### config.mk
export PLATFORM = sky130hd
export DESIGN_NAME = adc_auto_sequence_control
export DESIGN_NICKNAME = d
export VERILOG_FILES = /design/src/hw/adc_seq_pkg.sv /design/src/hw/adc_auto_sequence_control.sv
export VERILOG_INCLUDE_DIRS = /design/src /design/src/hw
export SDC_FILE = /design/constraint.sdc
export NUM_CORES = 1
export LEC_CHECK = 0
export BUFFER_PORTS_ARGS = -buffer_cell sky130_fd_sc_hd__buf_4
export CAP_MARGIN = 20
export CORE_MARGIN = 10
export CORE_UTILIZATION = 50
export CTS_CLUSTER_DIAMETER = 60
export DETAILED_ROUTE_END_ITERATION = 6
export MAX_ROUTING_LAYER = met4
export PLACE_DENSITY = 0.85
export RECOVER_POWER = 100
export SETUP_SLACK_MARGIN = 0.15
export SLEW_MARGIN = 10
export SYNTH_ARGS = -nofsm -noshare
export SYNTH_HDL_FRONTEND = slang
export SYNTH_SLANG_ARGS = --single-unit
export TNS_END_PERCENT = 100
### constraint.sdc
create_clock -name sys_clk -period 4.5 [get_ports sys_clk]
set_input_delay 0.225 -clock sys_clk [delete_from_list [all_inputs] [get_ports sys_clk]]
set_output_delay 0.225 -clock sys_clk [all_outputs]
set_load 0.01 [all_outputs]
### src/hw/adc_seq_map.svh
// register map, field positions, reset values and timing counts of the converter control
`ifndef ADC_SEQ_MAP_SVH
`define ADC_SEQ_MAP_SVH
// ****************************************
// byte offsets, one aligned word each
// ****************************************
`define OFS_MAIN 8'h00
`define OFS_CLKSRC 8'h04
`define OFS_REF 8'h08
`define OFS_AUTO 8'h0c
`define OFS_INTV 8'h10
`define OFS_RLO 8'h14
`define OFS_RHI 8'h18
`define OFS_IRQ 8'h1c
`define OFS_PBS 8'h20
// ****************************************
// field positions
// ****************************************
`define MAIN_START 7
`define MAIN_PWR 5
`define AUTO_START 7
`define IRQ_FLAG 0
// ****************************************
// reset values and codes
// ****************************************
`define RST_CLKSRC 8'h00
`define RST_AUTO 8'h00
`define SENSOR_CODE 4'hb
`define TRIG_IMMEDIATE 2'h3
// ****************************************
// timing and option memory
// ****************************************
`define SAMPLE_TICKS 4'h4
`define OPT_AMBIENT 14'h3fd3
`define OPT_CONV 14'h3fd4
`define OPT_OFFSET 14'h3fd5
`endif

### src/hw/adc_seq_pkg.sv
// types shared by the converter control and its bench
package adc_seq_pkg;
	// conversion engine states
	typedef enum logic [1:0] {CONV_IDLE, CONV_SAMPLE, CONV_BITS, CONV_GAP} conv_state_t;
	// classic wishbone request
	typedef struct packed {
		logic cyc;
		logic stb;
		logic we;
		logic [7:0] adr;
		logic [3:0] sel;
		logic [31:0] dat;
	} wb_req_t;
	// classic wishbone answer
	typedef struct packed {
		logic ack;
		logic [31:0] dat;
	} wb_rsp_t;
	// controls toward the analog macro
	typedef struct packed {
		logic powerOn;
		logic sensorOn;
		logic sensorRoute;
		logic internalSrc;
		logic [3:0] chan;
		logic [1:0] refSel;
		logic [1:0] gain;
		logic [1:0] ampIn;
		logic [11:0] dacCode;
	} ana_ctrl_t;
endpackage

### src/hw/adc_auto_sequence_control.sv
// converter control: register slave, sar engine, auto sequencer and option memory window
//
// Local design decisions: the placing of the registers and register access over Wishbone.
`include "adc_seq_map.svh"
module adc_auto_sequence_control #(
	parameter logic [7:0] AMBIENT_CODE = 8'h00, // calibration words, written at programming
	parameter logic [11:0] CONV_VALUE = 12'h000,
	parameter logic [7:0] CAL_OFFSET = 8'h00
) (
	// clock and reset
	input wire logic sys_clk,
	input wire logic rst_n,
	// register bus
	input wire adc_seq_pkg::wb_req_t wbReq,
	output adc_seq_pkg::wb_rsp_t wbRsp,
	// analog macro
	output adc_seq_pkg::ana_ctrl_t anaCtrl,
	input wire logic cmpAbove,
	// option memory table read
	input wire logic [13:0] optAddr,
	output logic [15:0] optData,
	// pin function and interrupt
	output logic [7:0] portBFunc,
	output logic convIrq
);
	import adc_seq_pkg::*;

	// ****************************************
	// registers
	// ****************************************
	logic startBit; // manual start pulse bit
	logic powerEn; // converter power
	logic [3:0] inputSel; // channel, sensor code included
	logic [7:0] clkSrc; // clock divide select and source type
	logic [7:0] refCtrl; // reference, gain, amp input
	logic autoStart; // sequence start, cleared by hardware
	logic overrun; // trigger overrun, never set by immediate trigger
	logic [1:0] trigSel;
	logic twoCh; // two channel sequence
	logic [2:0] autoCount; // N
	logic [3:0] interval; // gap in conversion clocks
	logic [3:0] ch2Sel; // second channel of a pair
	logic [15:0] result; // code or accumulated sum
	logic irqFlag;
	logic irqEn;
	logic gie;
	logic temp_sensor_en;
	logic optMap;
	logic ack;
	logic [31:0] rdReg;

	// ****************************************
	// wishbone decode
	// ****************************************
	// ack one cycle after the request; write lands at the acked edge
	wire req = wbReq.cyc & wbReq.stb;
	wire wrEn = req & ack & wbReq.we & wbReq.sel[0];
	wire wrMain = wrEn && wbReq.adr == `OFS_MAIN;
	wire wrClk = wrEn && wbReq.adr == `OFS_CLKSRC;
	wire wrRef = wrEn && wbReq.adr == `OFS_REF;
	wire wrAuto = wrEn && wbReq.adr == `OFS_AUTO;
	wire wrIntv = wrEn && wbReq.adr == `OFS_INTV;
	wire wrIrq = wrEn && wbReq.adr == `OFS_IRQ;
	wire wrPbs = wrEn && wbReq.adr == `OFS_PBS;
	wire [7:0] wd = wbReq.dat[7:0];
	logic busy;
	logic [7:0] rdByte;
	// read mux; unmapped offsets read zero
	always_comb begin
		unique case (wbReq.adr)
			`OFS_MAIN: rdByte = {startBit, busy, powerEn, 1'b0, inputSel};
			`OFS_CLKSRC: rdByte = clkSrc;
			`OFS_REF: rdByte = refCtrl;
			`OFS_AUTO: rdByte = {autoStart, overrun, trigSel, twoCh, autoCount};
			`OFS_INTV: rdByte = {ch2Sel, interval};
			`OFS_RLO: rdByte = result[7:0];
			`OFS_RHI: rdByte = result[15:8];
			`OFS_IRQ: rdByte = {3'h0, optMap, temp_sensor_en, gie, irqEn, irqFlag};
			`OFS_PBS: rdByte = portBFunc;
			default: rdByte = 8'h00;
		endcase
	end
	// answer and registered read data
	always_ff @(posedge sys_clk or negedge rst_n) begin
		if (!rst_n) begin
			ack <= 1'b0;
			rdReg <= 32'h0000_0000;
		end else begin
			ack <= req & ~ack;
			rdReg <= {24'h00_0000, rdByte};
		end
	end
	assign wbRsp.ack = ack;
	assign wbRsp.dat = rdReg;

	// ****************************************
	// conversion clock divider
	// ****************************************
	// divide by two to the select; select 3 gives the clock over eight
	logic [7:0] divCnt;
	wire [7:0] divTop = 8'((9'h001 << clkSrc[2:0]) - 9'h001);
	wire convTick = divCnt >= divTop;
	always_ff @(posedge sys_clk or negedge rst_n) begin
		if (!rst_n) divCnt <= 8'h00;
		else divCnt <= convTick ? 8'h00 : 8'(divCnt + 8'h01);
	end

	// ****************************************
	// sequencer control terms
	// ****************************************
	conv_state_t state;
	logic seqActive; // auto sequence owns the engine
	logic phase2; // converting or waiting for channel two
	logic stopPending; // software stop seen during a conversion
	logic accFirst; // next result loads instead of adding
	logic [2:0] cycleCnt; // completed pairs or singles
	logic convDone; // one-cycle end of conversion
	logic [11:0] code;
	// auto mode works only with immediate trigger and nonzero count
	wire autoOk = trigSel == `TRIG_IMMEDIATE && autoCount != 3'h0 && powerEn;
	// a set while a stopped sequence still finishes its conversion is ignored as well
	wire autoRise = wrAuto && wd[`AUTO_START] && !autoStart && !seqActive && autoOk;
	wire autoClr = wrAuto && !wd[`AUTO_START] && autoStart;
	wire stopNow = autoClr && !busy;
	wire manualGo = wrMain && startBit && !wd[`MAIN_START] && wd[`MAIN_PWR] && !seqActive;
	wire convReset = (wrMain && wd[`MAIN_START]) || !powerEn;
	wire pairEnd = !twoCh || phase2;
	wire [2:0] nextCnt = 3'(cycleCnt + 3'h1);
	wire finish = convDone && seqActive && pairEnd && nextCnt == autoCount;
	wire endSeq = finish || (convDone && stopPending) || stopNow;
	wire gapGo; // gap elapsed, next conversion starts
	wire startConv = autoRise || manualGo || gapGo;

	// ****************************************
	// register writes
	// ****************************************
	// reset values: 20h and 03h are what software loads for manual use
	always_ff @(posedge sys_clk or negedge rst_n) begin
		if (!rst_n) begin
			{startBit, powerEn, inputSel} <= 6'h00;
			clkSrc <= `RST_CLKSRC;
			refCtrl <= 8'h00;
			{ch2Sel, interval} <= 8'h00;
			{optMap, temp_sensor_en, gie, irqEn} <= 4'h0;
			portBFunc <= 8'h00;
		end else begin
			if (wrMain) {startBit, powerEn, inputSel} <= {wd[7], wd[5], wd[3:0]};
			if (wrClk) clkSrc <= wd;
			if (wrRef) refCtrl <= wd;
			if (wrIntv) {ch2Sel, interval} <= wd;
			if (wrIrq) {optMap, temp_sensor_en, gie, irqEn} <= wd[4:1];
			if (wrPbs) portBFunc <= wd;
		end
	end
	// auto control; a set while running is dropped, hardware clear wins
	always_ff @(posedge sys_clk or negedge rst_n) begin
		if (!rst_n) begin
			{autoStart, overrun, trigSel, twoCh, autoCount} <= `RST_AUTO;
		end else begin
			if (wrAuto) {trigSel, twoCh, autoCount} <= wd[5:0];
			if (finish || !powerEn) autoStart <= 1'b0;
			else if (autoRise) autoStart <= 1'b1;
			else if (autoClr) autoStart <= 1'b0;
			if (autoRise) overrun <= 1'b0;
		end
	end
	// conversion flag: set wins over the software clear
	wire irqSet = convDone && (!seqActive || finish);
	wire irqClr = wrIrq && !wd[`IRQ_FLAG];
	always_ff @(posedge sys_clk or negedge rst_n) begin
		if (!rst_n) irqFlag <= 1'b0;
		else irqFlag <= irqSet | (irqFlag & ~irqClr);
	end
	assign convIrq = irqFlag & irqEn & gie;

	// ****************************************
	// auto sequencer
	// ****************************************
	always_ff @(posedge sys_clk or negedge rst_n) begin
		if (!rst_n) begin
			seqActive <= 1'b0;
			phase2 <= 1'b0;
			stopPending <= 1'b0;
			cycleCnt <= 3'h0;
		end else if (autoRise) begin
			seqActive <= 1'b1;
			phase2 <= 1'b0;
			stopPending <= 1'b0;
			cycleCnt <= 3'h0;
		end else if (endSeq || !powerEn) begin
			seqActive <= 1'b0;
			phase2 <= 1'b0;
			stopPending <= 1'b0;
			cycleCnt <= 3'h0;
		end else begin
			if (autoClr) stopPending <= 1'b1;
			if (convDone && seqActive) begin
				phase2 <= twoCh && !phase2;
				if (pairEnd) cycleCnt <= nextCnt;
			end
		end
	end

	// ****************************************
	// sar conversion engine
	// ****************************************
	logic [3:0] tickCnt; // sample ticks, then gap ticks
	logic [11:0] trial; // code on the dac
	logic [11:0] mask; // bit under test
	wire [11:0] kept = cmpAbove ? trial : (trial ^ mask);
	wire gapGoInt = state == CONV_GAP && (tickCnt == 4'h0 || (convTick && tickCnt == 4'h1));
	// a sequence that ends this cycle must not relaunch through a zero gap
	assign gapGo = gapGoInt && seqActive && !endSeq;
	assign busy = state == CONV_SAMPLE || state == CONV_BITS;
	always_ff @(posedge sys_clk or negedge rst_n) begin
		if (!rst_n) begin
			state <= CONV_IDLE;
			tickCnt <= 4'h0;
			trial <= 12'h000;
			mask <= 12'h000;
			convDone <= 1'b0;
		end else begin
			convDone <= 1'b0;
			if (convReset || (state == CONV_GAP && !seqActive)) begin
				state <= CONV_IDLE;
			end else if (startConv) begin
				state <= CONV_SAMPLE;
				tickCnt <= `SAMPLE_TICKS;
			end else begin
				unique case (state)
					CONV_IDLE: begin
						tickCnt <= 4'h0;
					end
					CONV_SAMPLE: if (convTick) begin
						tickCnt <= 4'(tickCnt - 4'h1);
						if (tickCnt == 4'h1) begin
							state <= CONV_BITS;
							trial <= 12'h800;
							mask <= 12'h800;
						end
					end
					CONV_BITS: if (convTick) begin
						mask <= mask >> 1;
						trial <= kept | (mask >> 1);
						if (mask == 12'h001) begin
							convDone <= 1'b1;
							state <= seqActive && !finish && !stopPending ? CONV_GAP : CONV_IDLE;
							tickCnt <= interval;
						end
					end
					CONV_GAP: if (convTick && tickCnt != 4'h0) begin
						tickCnt <= 4'(tickCnt - 4'h1);
					end
				endcase
			end
		end
	end
	assign code = trial; // final code: the last trial after the lsb decision

	// ****************************************
	// result register
	// ****************************************
	// a pair of 12-bit codes over seven cycles stays below 16 bits
	always_ff @(posedge sys_clk or negedge rst_n) begin
		if (!rst_n) begin
			result <= 16'h0000;
			accFirst <= 1'b1;
		end else if (autoRise) begin
			accFirst <= 1'b1;
		end else if (convDone) begin
			accFirst <= !seqActive;
			if (seqActive && !accFirst) result <= 16'(result + {4'h0, code});
			else result <= {4'h0, code};
		end
	end

	// ****************************************
	// analog controls
	// ****************************************
	wire [3:0] chanNow = seqActive && phase2 ? ch2Sel : inputSel;
	assign anaCtrl.powerOn = powerEn;
	assign anaCtrl.sensorOn = powerEn & temp_sensor_en;
	assign anaCtrl.sensorRoute = chanNow == `SENSOR_CODE;
	assign anaCtrl.internalSrc = clkSrc[4];
	assign anaCtrl.chan = chanNow;
	assign anaCtrl.refSel = refCtrl[7:6];
	assign anaCtrl.gain = refCtrl[3:2];
	assign anaCtrl.ampIn = refCtrl[1:0];
	assign anaCtrl.dacCode = trial;

	// ****************************************
	// option memory window
	// ****************************************
	// offset is signed, low bit one half degree; ambient code in 0.2 degree steps
	always_ff @(posedge sys_clk or negedge rst_n) begin
		if (!rst_n) optData <= 16'h0000;
		else if (!optMap) optData <= 16'h0000;
		else if (optAddr == `OPT_AMBIENT) optData <= {8'h00, AMBIENT_CODE};
		else if (optAddr == `OPT_CONV) optData <= {4'h0, CONV_VALUE};
		else if (optAddr == `OPT_OFFSET) optData <= {{8{CAL_OFFSET[7]}}, CAL_OFFSET};
		else optData <= 16'h0000;
	end
endmodule // adc_auto_sequence_control

Word level (Yosys, flattened, before mapping)
Index checks and enable logic that the tools add are counted.

word-level totals
  register bits after elaboration = 121
  input port bits = 64
  output and inout port bits = 84
  word-level logic and storage cells = 209

cells by class
  add/subtract/negate cells = 5
  magnitude comparators = 1
  equal/unequal tests = 27
  shift-type cells = 1
  muxes and demuxes = 47
  bitwise operators = 17
  reductions and logical operators = 80

operators by type and width
  kind                   count
  $pmux W8 S9            1
  $mux W12               5
  $pmux W12 S2           2
  $logic_and A1 B1 Y1    38
  $eq A8 B5 Y1 const B   4
  $mux W4                6
  $mux W1                18
  $add A16 B12 Y16       1
  $eq A8 B4 Y1 const B   2
  $mux W16               1
  $pmux W4 S4            1
  $reduce_bool A3 Y1     5
  $mux W2                7
  $eq A12 B1 Y1 const B  1
  $logic_not A1 Y1       12
  $logic_or A1 B1 Y1     12
  $mux W3                4
  $ne A4 B3 Y1 const B   3
  $or A12 B11 Y12        1
  $xor A12 B12 Y12       1
  $reduce_and A5 Y1      2
  $and A1 B1 Y1          9
  $add A8 B1 Y8 const B  1
  $eq A8 B3 Y1 const B   1
  26 further kinds       40

Longest topological paths before layout
Gate-level depths: netlist of run 1.

  word-level depth = 14
  gate-level depth with buffers = 11
  depth with buffers taken out = 10

Worst setup path after synthesis of run 1
No wires, ideal clock.

  kind = register -> register
  start point = reg clkSrc[1]
  end point = reg trial[0], in the netlist code[0]
  library setup time = 0.126 ns
  arrival time = 2.888 ns
  required time = 4.374 ns
  slack = 1.486 ns
  stages on the path, launching flop included = 10
  buffers on the path = 0
  period minus slack after synthesis = 3.014 ns
  path through = dfrtp_1 -> or3_1 -> ha_1 -> nand2b_1 -> a2111oi_2 -> o31ai_1 -> a211o_1 -> a21boi_1 -> nand3_2 -> o311a_1

on the way
  longest elaborated chain between the ends = 11
  elaborated cells on any way between the ends = 13
  classes of those cells = add/sub: 1; order compare: 1; eq/ne: 2; shift: 1; bitwise: 1; reduce/logical: 7

RTL lines
  item                                  RTL line                          RTL
  from (decl)                           adc_auto_sequence_control.sv:34   logic [7:0] clkSrc;
  from (signal assigned)                adc_auto_sequence_control.sv:141  clkSrc <= `RST_CLKSRC;
  from (signal assigned)                adc_auto_sequence_control.sv:148  if (wrClk) clkSrc <= wd;
  $shl A1 B3 Y8 *                       adc_auto_sequence_control.sv:101  wire [7:0] divTop = 8'((9'h001 << clkSrc[2:0]) - 9'h001);
  $sub A8 B1 Y8 *                       adc_auto_sequence_control.sv:101
  $ge A8 B8 Y1 *                        adc_auto_sequence_control.sv:102  wire convTick = divCnt >= divTop;
  $logic_and A1 B1 Y1                   adc_auto_sequence_control.sv:211  wire gapGoInt = state == CONV_GAP && (tickCnt == 4'h0 || (convTick && tickCnt == 4'h1));
  $logic_or A1 B1 Y1                    adc_auto_sequence_control.sv:211
  $logic_and A1 B1 Y1                   adc_auto_sequence_control.sv:211
  $logic_and A1 B1 Y1 (2 in series)     adc_auto_sequence_control.sv:213  assign gapGo = gapGoInt && seqActive && !endSeq;
  $logic_or A1 B1 Y1                    adc_auto_sequence_control.sv:132  wire startConv = autoRise || manualGo || gapGo;
  $not A1 Y1 (no source line)           --
  $reduce_and A6 Y1 (no source line) *  --
  to (signal assigned)                  adc_auto_sequence_control.sv:244  trial <= kept | (mask >> 1);
  to (decl)                             adc_auto_sequence_control.sv:208  logic [11:0] trial;

Mark *: on every way between the ends. The rest lies on a longest branch, timed or not.
A chain may end at the register's enable or synchronous reset.

Worst setup path after layout of run 1
  start point = in wbReq[38] in the netlist's numbering
  end point = reg trial[11], in the netlist code[11]

on the way
  longest elaborated chain between the ends = 11
  elaborated cells on any way between the ends = 26
  classes of those cells = eq/ne: 1; bitwise: 2; reduce/logical: 23

RTL lines
  item                                  RTL line                          RTL
  from (decl)                           adc_auto_sequence_control.sv:14   input wire adc_seq_pkg::wb_req_t wbReq,
  $eq A8 B4 Y1                          --
  $logic_and A1 B1 Y1 (no source line)  --
  $logic_and A1 B1 Y1 (2 in series)     adc_auto_sequence_control.sv:123  wire autoClr = wrAuto && !wd[`AUTO_START] && autoStart;
  $logic_and A1 B1 Y1                   adc_auto_sequence_control.sv:124  wire stopNow = autoClr && !busy;
  $logic_or A1 B1 Y1                    adc_auto_sequence_control.sv:130  wire endSeq = finish || (convDone && stopPending) || stopNow;
  $logic_not A1 Y1                      adc_auto_sequence_control.sv:213
  $logic_and A1 B1 Y1                   adc_auto_sequence_control.sv:213
  $logic_or A1 B1 Y1                    adc_auto_sequence_control.sv:132
  $not A1 Y1 (no source line)           --
  $reduce_and A6 Y1 (no source line) *  --

Marks and branches as above.

==> impl_metrics.json, run 1 <==
{
  "status": "finished, violations left",
  "violations": "max-capacitance violations, max-slew violations",
  "grt_pass1_vias": 5824,
  "crit_family": "simple AND/OR/NAND/NOR gates",
  "cts.clk_slew.worst_paths_ps": 60,
  "crit_buf_inv": 1,
  "grt_pass1_wl_um": 31100,
  "avgViaCountPerCell": 6.18,
  "power_leakage_nw": 3.67,
  "rsz0062_at_grt": "no",
  "synthArstFlopShare_pct": 100,
  "grt_usage_pct": 19.8,
  "hp-class": "input port to flip-flop",
  "seqPwrFrac_pct": 41.1,
  "switching_share_pct": 22.8,
  "rows": 43,
  "cts_max_level": 4,
  "clockBufferDepth": 2,
  "synth_seq_cells": 121,
  "cts_buffers": 17,
  "globalplace.congestion": 0.948,
  "crit_slowest_cell": "a21bo_1",
  "max_freq_mhz": 262,
  "drt_wl_total_um": 19400,
  "power.density_mw_per_mm2": 349,
  "die_h_um": 140,
  "wire_per_inst_um": 20.0,
  "cell_internal_pwr_mw": 2.16,
  "fill_cells": 1173,
  "skew_ps": 8.39,
  "layout_commonest_cell": "dfrtp_1",
  "synth-edff-count": 0,
  "cts.sinks": 121,
  "grt_max_degree": 48,
  "crit_arrival_ps": 4100,
  "cts_setup_buffers": 0,
  "setup_slack_ps": 690,
  "cts_root_buffer": "clkbuf_16",
  "nets": 872,
  "layout-area-overhead-vs-synth_pct": 11.5,
  "endpoint_kind": "flip-flop",
  "antennaDiodeCount": 0,
  "drive_gt1_share_pct": 13.9,
  "place_ws_ps": 956,
  "drv_slew": 48,
  "vias": 5997,
  "finalSetupTns_ps": 0,
  "layout_common_cells": "dfrtp_1, nand2_1, o21ai_0",
  "grt_remaining_overflow": 0,
  "path_class": "input port to flip-flop",
  "antenna_left": 0,
  "period_share_pct": 84.7,
  "cap_violations": 2,
  "relSlewSlack_pct": -43.0,
  "p_clk_share_pct": 51.2,
  "io_buffers": 66,
  "chipWidth_um": 140,
  "period_minus_slack_ps": 3810,
  "combPwrFrac_pct": 7.7,
  "peakVddDrop_mv": 0.278,
  "hpwl_um": 13800,
  "cp.required_ps": 4790,
  "ys_types": 71,
  "syn_area_mm2": 0.00720,
  "coreArea_mm2": 0.0140,
  "synth_cells": 724,
  "switchingPower_mw": 0.639,
  "dieArea_mm2": 0.0196,
  "ios": 148,
  "cp_max_fo": 26,
  "worst_slew_pin_slew_ps": 2140,
  "worstPathCellList": "clkbuf_1 > nor4_1 > nand4_1 > or4_1 > nor3b_1 > a21bo_1 > nor2_1 > o22a_1",
  "start_util_pct": 51.5,
  "drcViolationCount": 0,
  "final-hold-violation-count": 0,
  "worst_hold_slack_ps": 54.2,
  "setup_viol": 0,
  "dpl_cell_area_mm2": 0.00760,
  "yosys_most_used_dff": "dfrtp_1",
  "dr.pass1.iters": 6,
  "insertion_delay_ps": 420,
  "worst_path_largest_cell_delay_ps": 740,
  "postLayoutCellArea_mm2": 0.00802,
  "synth_warnings": 0,
  "final_core_util_pct": 57.4,
  "avgSynthCellArea_um2": 9.94,
  "yosysSeqAreaShare_pct": 42.1,
  "drt-initial-drc-count": 715,
  "antenna_found_initial": 0,
  "start_kind": "input port",
  "cts_tree": "yes"
}
## cell usage after synthesis, types with 5 or more instances
library cell | number | area [um2]
nor3b_1 | 5 | 37.5
nand2b_1 | 6 | 37.5
mux2i_1 | 9 | 90.1
o221a_1 | 8 | 90.1
o21ai_0 | 47 | 235
buf_2 | 5 | 25.0
dfrtp_1 | 120 | 3000
a222oi_1 | 10 | 100
a21oi_1 | 38 | 190
buf_4 | 49 | 368
a211oi_1 | 5 | 37.5
and2_1 | 6 | 37.5
o211ai_1 | 6 | 45.0
a21o_1 | 5 | 37.5
o31ai_1 | 7 | 52.6
xnor2_1 | 9 | 78.8
inv_1 | 29 | 109
mux2_2 | 57 | 642
nand3_1 | 20 | 100
nor4_1 | 5 | 31.3
nor3_1 | 19 | 95.1
nand2_1 | 68 | 255
and3_1 | 6 | 37.5
clkbuf_1 | 16 | 60.1
nor2_1 | 39 | 146
xor2_1 | 13 | 114
nand3b_1 | 9 | 67.6
ha_1 | 29 | 363
## final timing paths
kind	startpoint	slack [ps]	cells after the start	to
worst min-delay path	wbReq[6]	50	2	refCtrl[6]$_DFFE_PN0P_
worst max register to register	clkSrc[1]$_DFFE_PN0P_	940	9	code[0]$_DFFE_PN0P_
min in group asynchronous	rst_n	980	2	rdReg[3]$_DFF_PN0_
worst min register to register	ack$_DFF_PN0_	480	1	ack$_DFF_PN0_
worst max-delay path	wbReq[38]	690	8	code[11]$_DFFE_PN0P_
max in group asynchronous	rst_n	1460	3	rdReg[7]$_DFF_PN0_
## registers in the layout (all words and copies together), names as in the netlist, 8 cells and up
register,flops
rdReg,8
result,16
refCtrl,8
mask,12
divCnt,8
portBFunc,8
clkSrc,8
code,12
## per-stage QoR
| step | cells | total power, mW |
|---|---|---|
| after CTS | 970 | 2.81 |
| after global routing | 970 | 2.90 |
| after floorplan | 763 | 1.33 |
| after global placement | 938 | 1.38 |
| final | 970 | 2.80 |
| after detailed placement | 938 | 1.39 |
## per-layer routing
layer	vias to the layer above	GRT usage (%)	wire, um
li1	2666	-	-
met1	2962	25.1	7820
met2	329	30.0	9100
met3	40	5.14	1970
met4	0	6.90	465
met5	-	-	0
## cell type report
cell class	count	area (um2)	share of cell area, %
Multi-Input combinational cell	540	3690	46.0
Sequential cell	121	3030	37.8
Clock buffer	22	474	5.91
Timing Repair Buffer	69	354	4.41
Tap cell	180	225	2.81
Clock inverter	9	145	1.81
Inverter	29	109	1.36
## cells by family after synthesis
group	Yosys count	share of synthesized area [%]
AO/OA/AOI/OAI	169	16.0
buffers and inverters	102	8.22
XOR/XNOR	22	2.68
other	2	0.104
flip-flops	121	42.1
AND/OR/NAND/NOR	212	15.5
adder cells (fa/ha/maj)	30	5.32
multiplexers	66	10.2
## power by group through the flow
stage | combinational [mW] | sequential (mW) | clock (mW)
floorplan | 0.174 | 1.16 | 0
global placement | 0.214 | 1.17 | 0
detailed placement | 0.223 | 1.17 | 0
CTS | 0.222 | 1.15 | 1.44
global route | 0.252 | 1.15 | 1.49
finish | 0.217 | 1.15 | 1.43
## what timing repair did
action / CTS / global route
resized for setup: 0 / 0
hold buffers: 1 / 0
endpoints found under the hold margin: 36 / 0
Power figures use the tool's default switching activity.
==> run 2: changes to the inputs <==
ABC_AREA = 1   (was not set)
PLACE_DENSITY = 0.87   (was 0.85)
clock period = 3.45 ns   (was 4.5 ns; I/O delays follow)
==> run 2 against run 1 <==
Net effect: the flow finishes with violations (design-rule violations, max-capacitance violations, max-slew violations); clock power rose by 36%; sequential power up 27%; wire length up 8.9%; area after synthesis up 5.3%; die area rose by 4.6%; combinational power is 9.2% higher; critical path depth grew 2; register-to-register slack got worse by 240 ps; final area increased by 5.2%; critical path type is now flip-flop to flip-flop.
==> impl_metrics.json, run 2 <==
{
  "rsz0062_at_grt": "no",
  "synthArstFlopShare_pct": 100,
  "synth_seq_cells": 121,
  "cp_max_fo": 22,
  "grt_remaining_overflow": 0,
  "grt_max_degree": 72,
  "cts.clk_slew.worst_paths_ps": 60,
  "avgSynthCellArea_um2": 7.82,
  "worst_hold_slack_ps": 68.3,
  "cp.required_ps": 3740,
  "crit_arrival_ps": 3040,
  "yosysSeqAreaShare_pct": 40.0,
  "drive_gt1_share_pct": 9.05,
  "ys_types": 53,
  "insertion_delay_ps": 420,
  "setup_slack_ps": 700,
  "yosys-top-cells-area": "dfrtp_1, nand2_1, o21ai_0",
  "yosys_most_used_dff": "dfrtp_1",
  "place_ws_ps": 358,
  "antenna_found_initial": 1,
  "relSlewSlack_pct": -18.3,
  "nets": 1120,
  "setup_viol": 0,
  "period_minus_slack_ps": 2750,
  "hp-class": "input port to flip-flop",
  "synth_area_leader_cell": "dfrtp_1",
  "netlist.area_leader.share_pct": 39.6,
  "drv_slew": 71,
  "chipWidth_um": 143,
  "drcViolationCount": 5,
  "antenna_left": 0,
  "drt-initial-drc-count": 989,
  "yosysMostFrequentCell": "nand2_1",
  "dr.pass1.iters": 7,
  "largest_register_ffs": 16,
  "layout_commonest_cell": "nand2_1",
  "hold_end": "irqFlag$_DFF_PN0_",
  "violations": "design-rule violations, max-capacitance violations, max-slew violations",
  "synth_cells": 969,
  "cts_buffers": 17,
  "period_share_pct": 79.7,
  "drt_wl_total_um": 21100,
  "layout_common_cells": "nand2_1, dfrtp_1, inv_1",
  "postLayoutCellArea_mm2": 0.00844,
  "power_leakage_nw": 4.17,
  "ios": 148,
  "wire_per_inst_um": 17.2,
  "total_power_mw": 3.64,
  "start_kind": "flip-flop",
  "die_h_um": 143,
  "coreArea_mm2": 0.0147,
  "avgViaCountPerCell": 5.65,
  "synth-edff-count": 0,
  "grt_pass1_wl_um": 34400,
  "vias": 6919,
  "skew_ps": 8.91,
  "cts_tree": "yes",
  "endpoint_kind": "flip-flop",
  "power.density_mw_per_mm2": 431,
  "cts_root_buffer": "clkbuf_16",
  "dp.cells": 1189,
  "hpwl_um": 14900,
  "cap_violations": 1,
  "status": "finished, violations left",
  "max_freq_mhz": 364,
  "reg2reg_slack_ps": 700,
  "holdPathStages": 3,
  "grt_usage_pct": 21.4,
  "path_class": "flip-flop to flip-flop",
  "finalSetupTns_ps": 0,
  "final_core_util_pct": 57.4,
  "max_flop_register": "result",
  "start_util_pct": 51.6,
  "cts_setup_buffers": 0,
  "final-hold-violation-count": 0,
  "dieArea_mm2": 0.0205,
  "cts_max_level": 4,
  "peakVddDrop_mv": 0.377,
  "fin_cells": 1224,
  "r2r-end": "result[7]$_DFFE_PN0P_",
  "globalplace.congestion": 0.987,
  "dpl_cell_area_mm2": 0.00800,
  "grt_pass1_vias": 6658,
  "hp-start": "wbReq[0]",
  "cts.sinks": 121,
  "synth_warnings": 0,
  "syn_area_mm2": 0.00758,
  "rows": 44,
  "worst_slew_pin_slew_ps": 1770,
  "synthTopCellsByCount": "nand2_1, dfrtp_1, inv_1",
  "r2r_cells": 10,
  "timing.rr.start": "ack$_DFF_PN0_",
  "clockBufferDepth": 2,
  "io_buffers": 66,
  "layout-area-overhead-vs-synth_pct": 11.4
}
## run 2: cell types whose count changed in the layout (fill, tap and decap cells not counted), moves of 9 or more
cell,previous run,this run
nand3_1,20,45
mux2i_1,9,0
nand2_2,0,15
a222oi_1,10,0
mux2_2,49,0
nand3b_1,9,22
nand2_1,68,249
o21ai_0,50,76
nor2_1,39,64
inv_1,29,103
nand4_1,3,12
## run 2: power breakdown
part | switching, mW | total (mW) | internal, mW
sequential | 0.0193 | 1.46 | 1.44
combinational | 0.168 | 0.237 | 0.0696
clock | 0.717 | 1.94 | 1.22
## run 2: final cells by class
| class | instances | area, um2 |
|---|---|---|
| clock inverters | 15 | 214 |
| repair buffers | 73 | 403 |
| fillers | 1255 | 6250 |
| well taps | 184 | 230 |
| clock buffers | 17 | 425 |
| multi-input cells | 704 | 3730 |
| flip-flops and latches | 121 | 3030 |
| inverters | 109 | 409 |
| diodes | 1 | 2.50 |
## run 2: worst max-delay path, stage by stage, from the launching register on
cell,delay [ps]
dfrtp_1,390
nand3_1,180
nor2_8,90
nand2_1,350
inv_1,110
nand2_1,160
nand2_1,300
inv_1,630
o21ai_0,200
a21oi_1,160
a21oi_1,50
## run 2: how the worst max path moves through the flow
stage	slack [ps]	end	cells past startpoint	start
2_1_floorplan	1320	code[6]$_DFFE_PN0P_	16	clkSrc[1]$_DFFE_PN0P_
3_3_place_gp	450	mask[1]$_DFFE_PN0P_	13	clkSrc[1]$_DFFE_PN0P_
3_5_place_dp	360	code[0]$_DFFE_PN0P_	13	clkSrc[1]$_DFFE_PN0P_
4_1_cts	320	code[0]$_DFFE_PN0P_	13	clkSrc[2]$_DFFE_PN0P_
5_1_grt	360	result[7]$_DFFE_PN0P_	10	ack$_DFF_PN0_
6_report	700	result[7]$_DFFE_PN0P_	10	ack$_DFF_PN0_
## run 2: cells by family after synthesis
| group | after synthesis | synth area share [%] |
|---|---|---|
| buffers and inverters | 183 | 12.1 |
| other | 2 | 0.0991 |
| DFF | 121 | 40.0 |
| AOI/OAI and AO/OA | 175 | 13.9 |
| adders and majority gates | 30 | 5.05 |
| xor gates and xnor gates | 14 | 1.72 |
| and+or+nand+nor | 444 | 27.2 |
## run 2: repair_timing
item,4_1_cts,5_1_grt
hold buffers,1,0
resized for setup,0,0
endpoints found under the hold margin,70,0
## run 2: per-layer routing
metal  wire [um]  part of all wire (%)  global-route usage [%]  vias up
li1            -                     -                       -     3228
met1        8440                    40                    25.4     3273
met2       10200                    49                    34.1      352
met3        1660                   7.9                    5.61       66
met4         739                   3.5                    8.31        0
met5           0                     0                       -        -
==> run 3: changes to the inputs <==
ABC_AREA = 0   (was 1)
PLACE_DENSITY = 0.85   (was 0.87)
clock period = 2.8 ns   (was 3.45 ns; I/O delays follow)
==> run 3 against run 2 <==
Net effect: the run ends with max-capacitance violations, max-slew violations, negative setup slack left; setup slack got worse by 770 ps; clock power increased by 32%; highest routed layer unchanged; sequential power increased by 26%; die area decreased by 4.4%; maximum frequency decreased by 4.0%; wire length increased by 4.2%; power increased by 34%; critical path depth unchanged; clock skew decreased by 0.83 ps; final area increased by 4.3%; largest cell class unchanged; critical path type unchanged.
==> impl_metrics.json, run 3 (synthesized netlist as in run 1, its figures left out) <==
{
  "status": "finished, violations left",
  "violations": "max-capacitance violations, max-slew violations, negative setup slack",
  "skew_ps": 8.08,
  "cts.clk_slew.worst_paths_ps": 60,
  "grt_pass1_vias": 6213,
  "finalSetupTns_ps": -422,
  "start_util_pct": 51.5,
  "coreArea_mm2": 0.0140,
  "crit_arrival_ps": 3210,
  "rsz0062_at_grt": "yes",
  "cell_internal_pwr_mw": 3.77,
  "die_h_um": 140,
  "vias": 6329,
  "start_kind": "flip-flop",
  "antennaDiodeCount": 0,
  "place_ws_ps": -134,
  "cap_violations": 1,
  "globalplace.congestion": 0.945,
  "drt_wl_total_um": 22000,
  "antenna_found_initial": 0,
  "drt-initial-drc-count": 691,
  "grt_remaining_overflow": 0,
  "cp.required_ps": 3150,
  "layout-area-overhead-vs-synth_pct": 22.3,
  "largest_register_ffs": 16,
  "cts_root_buffer": "clkbuf_16",
  "ios": 148,
  "grt_pass1_wl_um": 33700,
  "worst_hold_slack_ps": 14.6,
  "multiInputGateArea_mm2": 0.00399,
  "max_freq_mhz": 349,
  "rows": 43,
  "power.density_mw_per_mm2": 556,
  "nets": 919,
  "drive_gt1_share_pct": 23.7,
  "clockBufferDepth": 2,
  "cp_max_fo": 8,
  "seqPwrFrac_pct": 37.7,
  "regArea_mm2": 0.00303,
  "switching_share_pct": 22.9,
  "cts_buffers": 17,
  "fill_cells": 1078,
  "dr.pass1.iters": 6,
  "drcViolationCount": 0,
  "chipWidth_um": 140,
  "p_clk_share_pct": 52.6,
  "postLayoutCellArea_mm2": 0.00880,
  "io_buffers": 66,
  "dieArea_mm2": 0.0196,
  "layout_commonest_cell": "dfrtp_1",
  "period_minus_slack_ps": 2870,
  "fin_cells": 1018,
  "wire_per_inst_um": 21.6,
  "worst_slew_pin_slew_ps": 1520,
  "peakVddDrop_mv": 0.374,
  "dp.cells": 973,
  "setup_slack_ps": -66.1,
  "avgViaCountPerCell": 6.22,
  "cts_max_level": 4,
  "relSlewSlack_pct": -1.38,
  "cts_tree": "yes",
  "grt_max_degree": 59,
  "grt_usage_pct": 21.6,
  "hp-class": "input port to flip-flop",
  "combPwrFrac_pct": 9.7,
  "power_leakage_nw": 4.04,
  "antenna_left": 0,
  "dpl_cell_area_mm2": 0.00792,
  "period_share_pct": 102,
  "switchingPower_mw": 1.12,
  "cts.sinks": 121,
  "setup_viol": 12,
  "drv_slew": 59,
  "final-hold-violation-count": 0,
  "layout_common_cells": "dfrtp_1, nand2_1, mux2_2",
  "insertion_delay_ps": 420,
  "endpoint_kind": "flip-flop",
  "path_class": "flip-flop to flip-flop",
  "hpwl_um": 14400,
  "max_flop_register": "result"
}
## run 3: per-layer routing
layer / vias up / GRT usage [%] / share of wire, %
li1: 2766 / - / -
met1: 3139 / 26.5 / 39
met2: 378 / 33.8 / 49
met3: 46 / 6.42 / 10
met4: 0 / 6.52 / 2.2
met5: - / - / 0
## run 3: through the flow
| step | total power, mW | utilization, % |
|---|---|---|
| floorplan | 2.18 | - |
| global placement | 2.30 | 56.6 |
| detailed placement | 2.32 | 56.6 |
| CTS | 4.89 | 62.3 |
| global route | 5.06 | 62.9 |
| finish | 4.89 | 62.9 |
## run 3: worst max-delay path, stage by stage, from the launching register on
cell       delay (ps)
dfrtp_1           370
or3_1             380
ha_1              280
nand2b_4          140
a2111oi_4         350
o31ai_2           110
a211o_1           330
a21bo_4           280
buf_12            160
nor3_2            190
o221a_1           210
## run 3: path summary, 6_finish.rpt
check | startpoint | to | slack [ps] | cells after the start
worst max-delay path | clkSrc[0]$_DFFE_PN0P_ | code[9]$_DFFE_PN0P_ | -70 | 10
worst min-delay path | wbReq[45] | ack$_DFF_PN0_ | 10 | 3
worst max register to register | clkSrc[0]$_DFFE_PN0P_ | code[9]$_DFFE_PN0P_ | -70 | 10
worst min register to register | ack$_DFF_PN0_ | ack$_DFF_PN0_ | 480 | 1
max in group asynchronous | rst_n | tickCnt[2]$_DFFE_PN0P_ | 720 | 3
min in group asynchronous | rst_n | divCnt[2]$_DFF_PN0_ | 630 | 2
## run 3: cell type report
cell class / instances / share of cell area [%]
multi-input combinational: 541 / 45.3
sequential: 121 / 34.4
timing repair buffer: 115 / 8.58
clock buffer: 22 / 5.50
tap: 180 / 2.56
clock inverter: 10 / 2.42
inverter: 29 / 1.24
## run 3: power groups by stage
stage                     combinational [mW]  clock (mW)  sequential [mW]
after floorplan                        0.320           0             1.86
after global placement                 0.425           0             1.87
after detailed placement               0.444           0             1.87
after CTS                              0.475        2.58             1.84
after global routing                   0.535        2.68             1.85
final                                  0.476        2.57             1.84
## run 3: timing repair
action	4_1_cts	5_1_grt
hold endpoints to repair	57	0
pin swaps	3	15
setup buffers	2	7
hold buffers	2	0
cloned	1	1
gates resized for setup	19	57
setup endpoints to repair	29	35
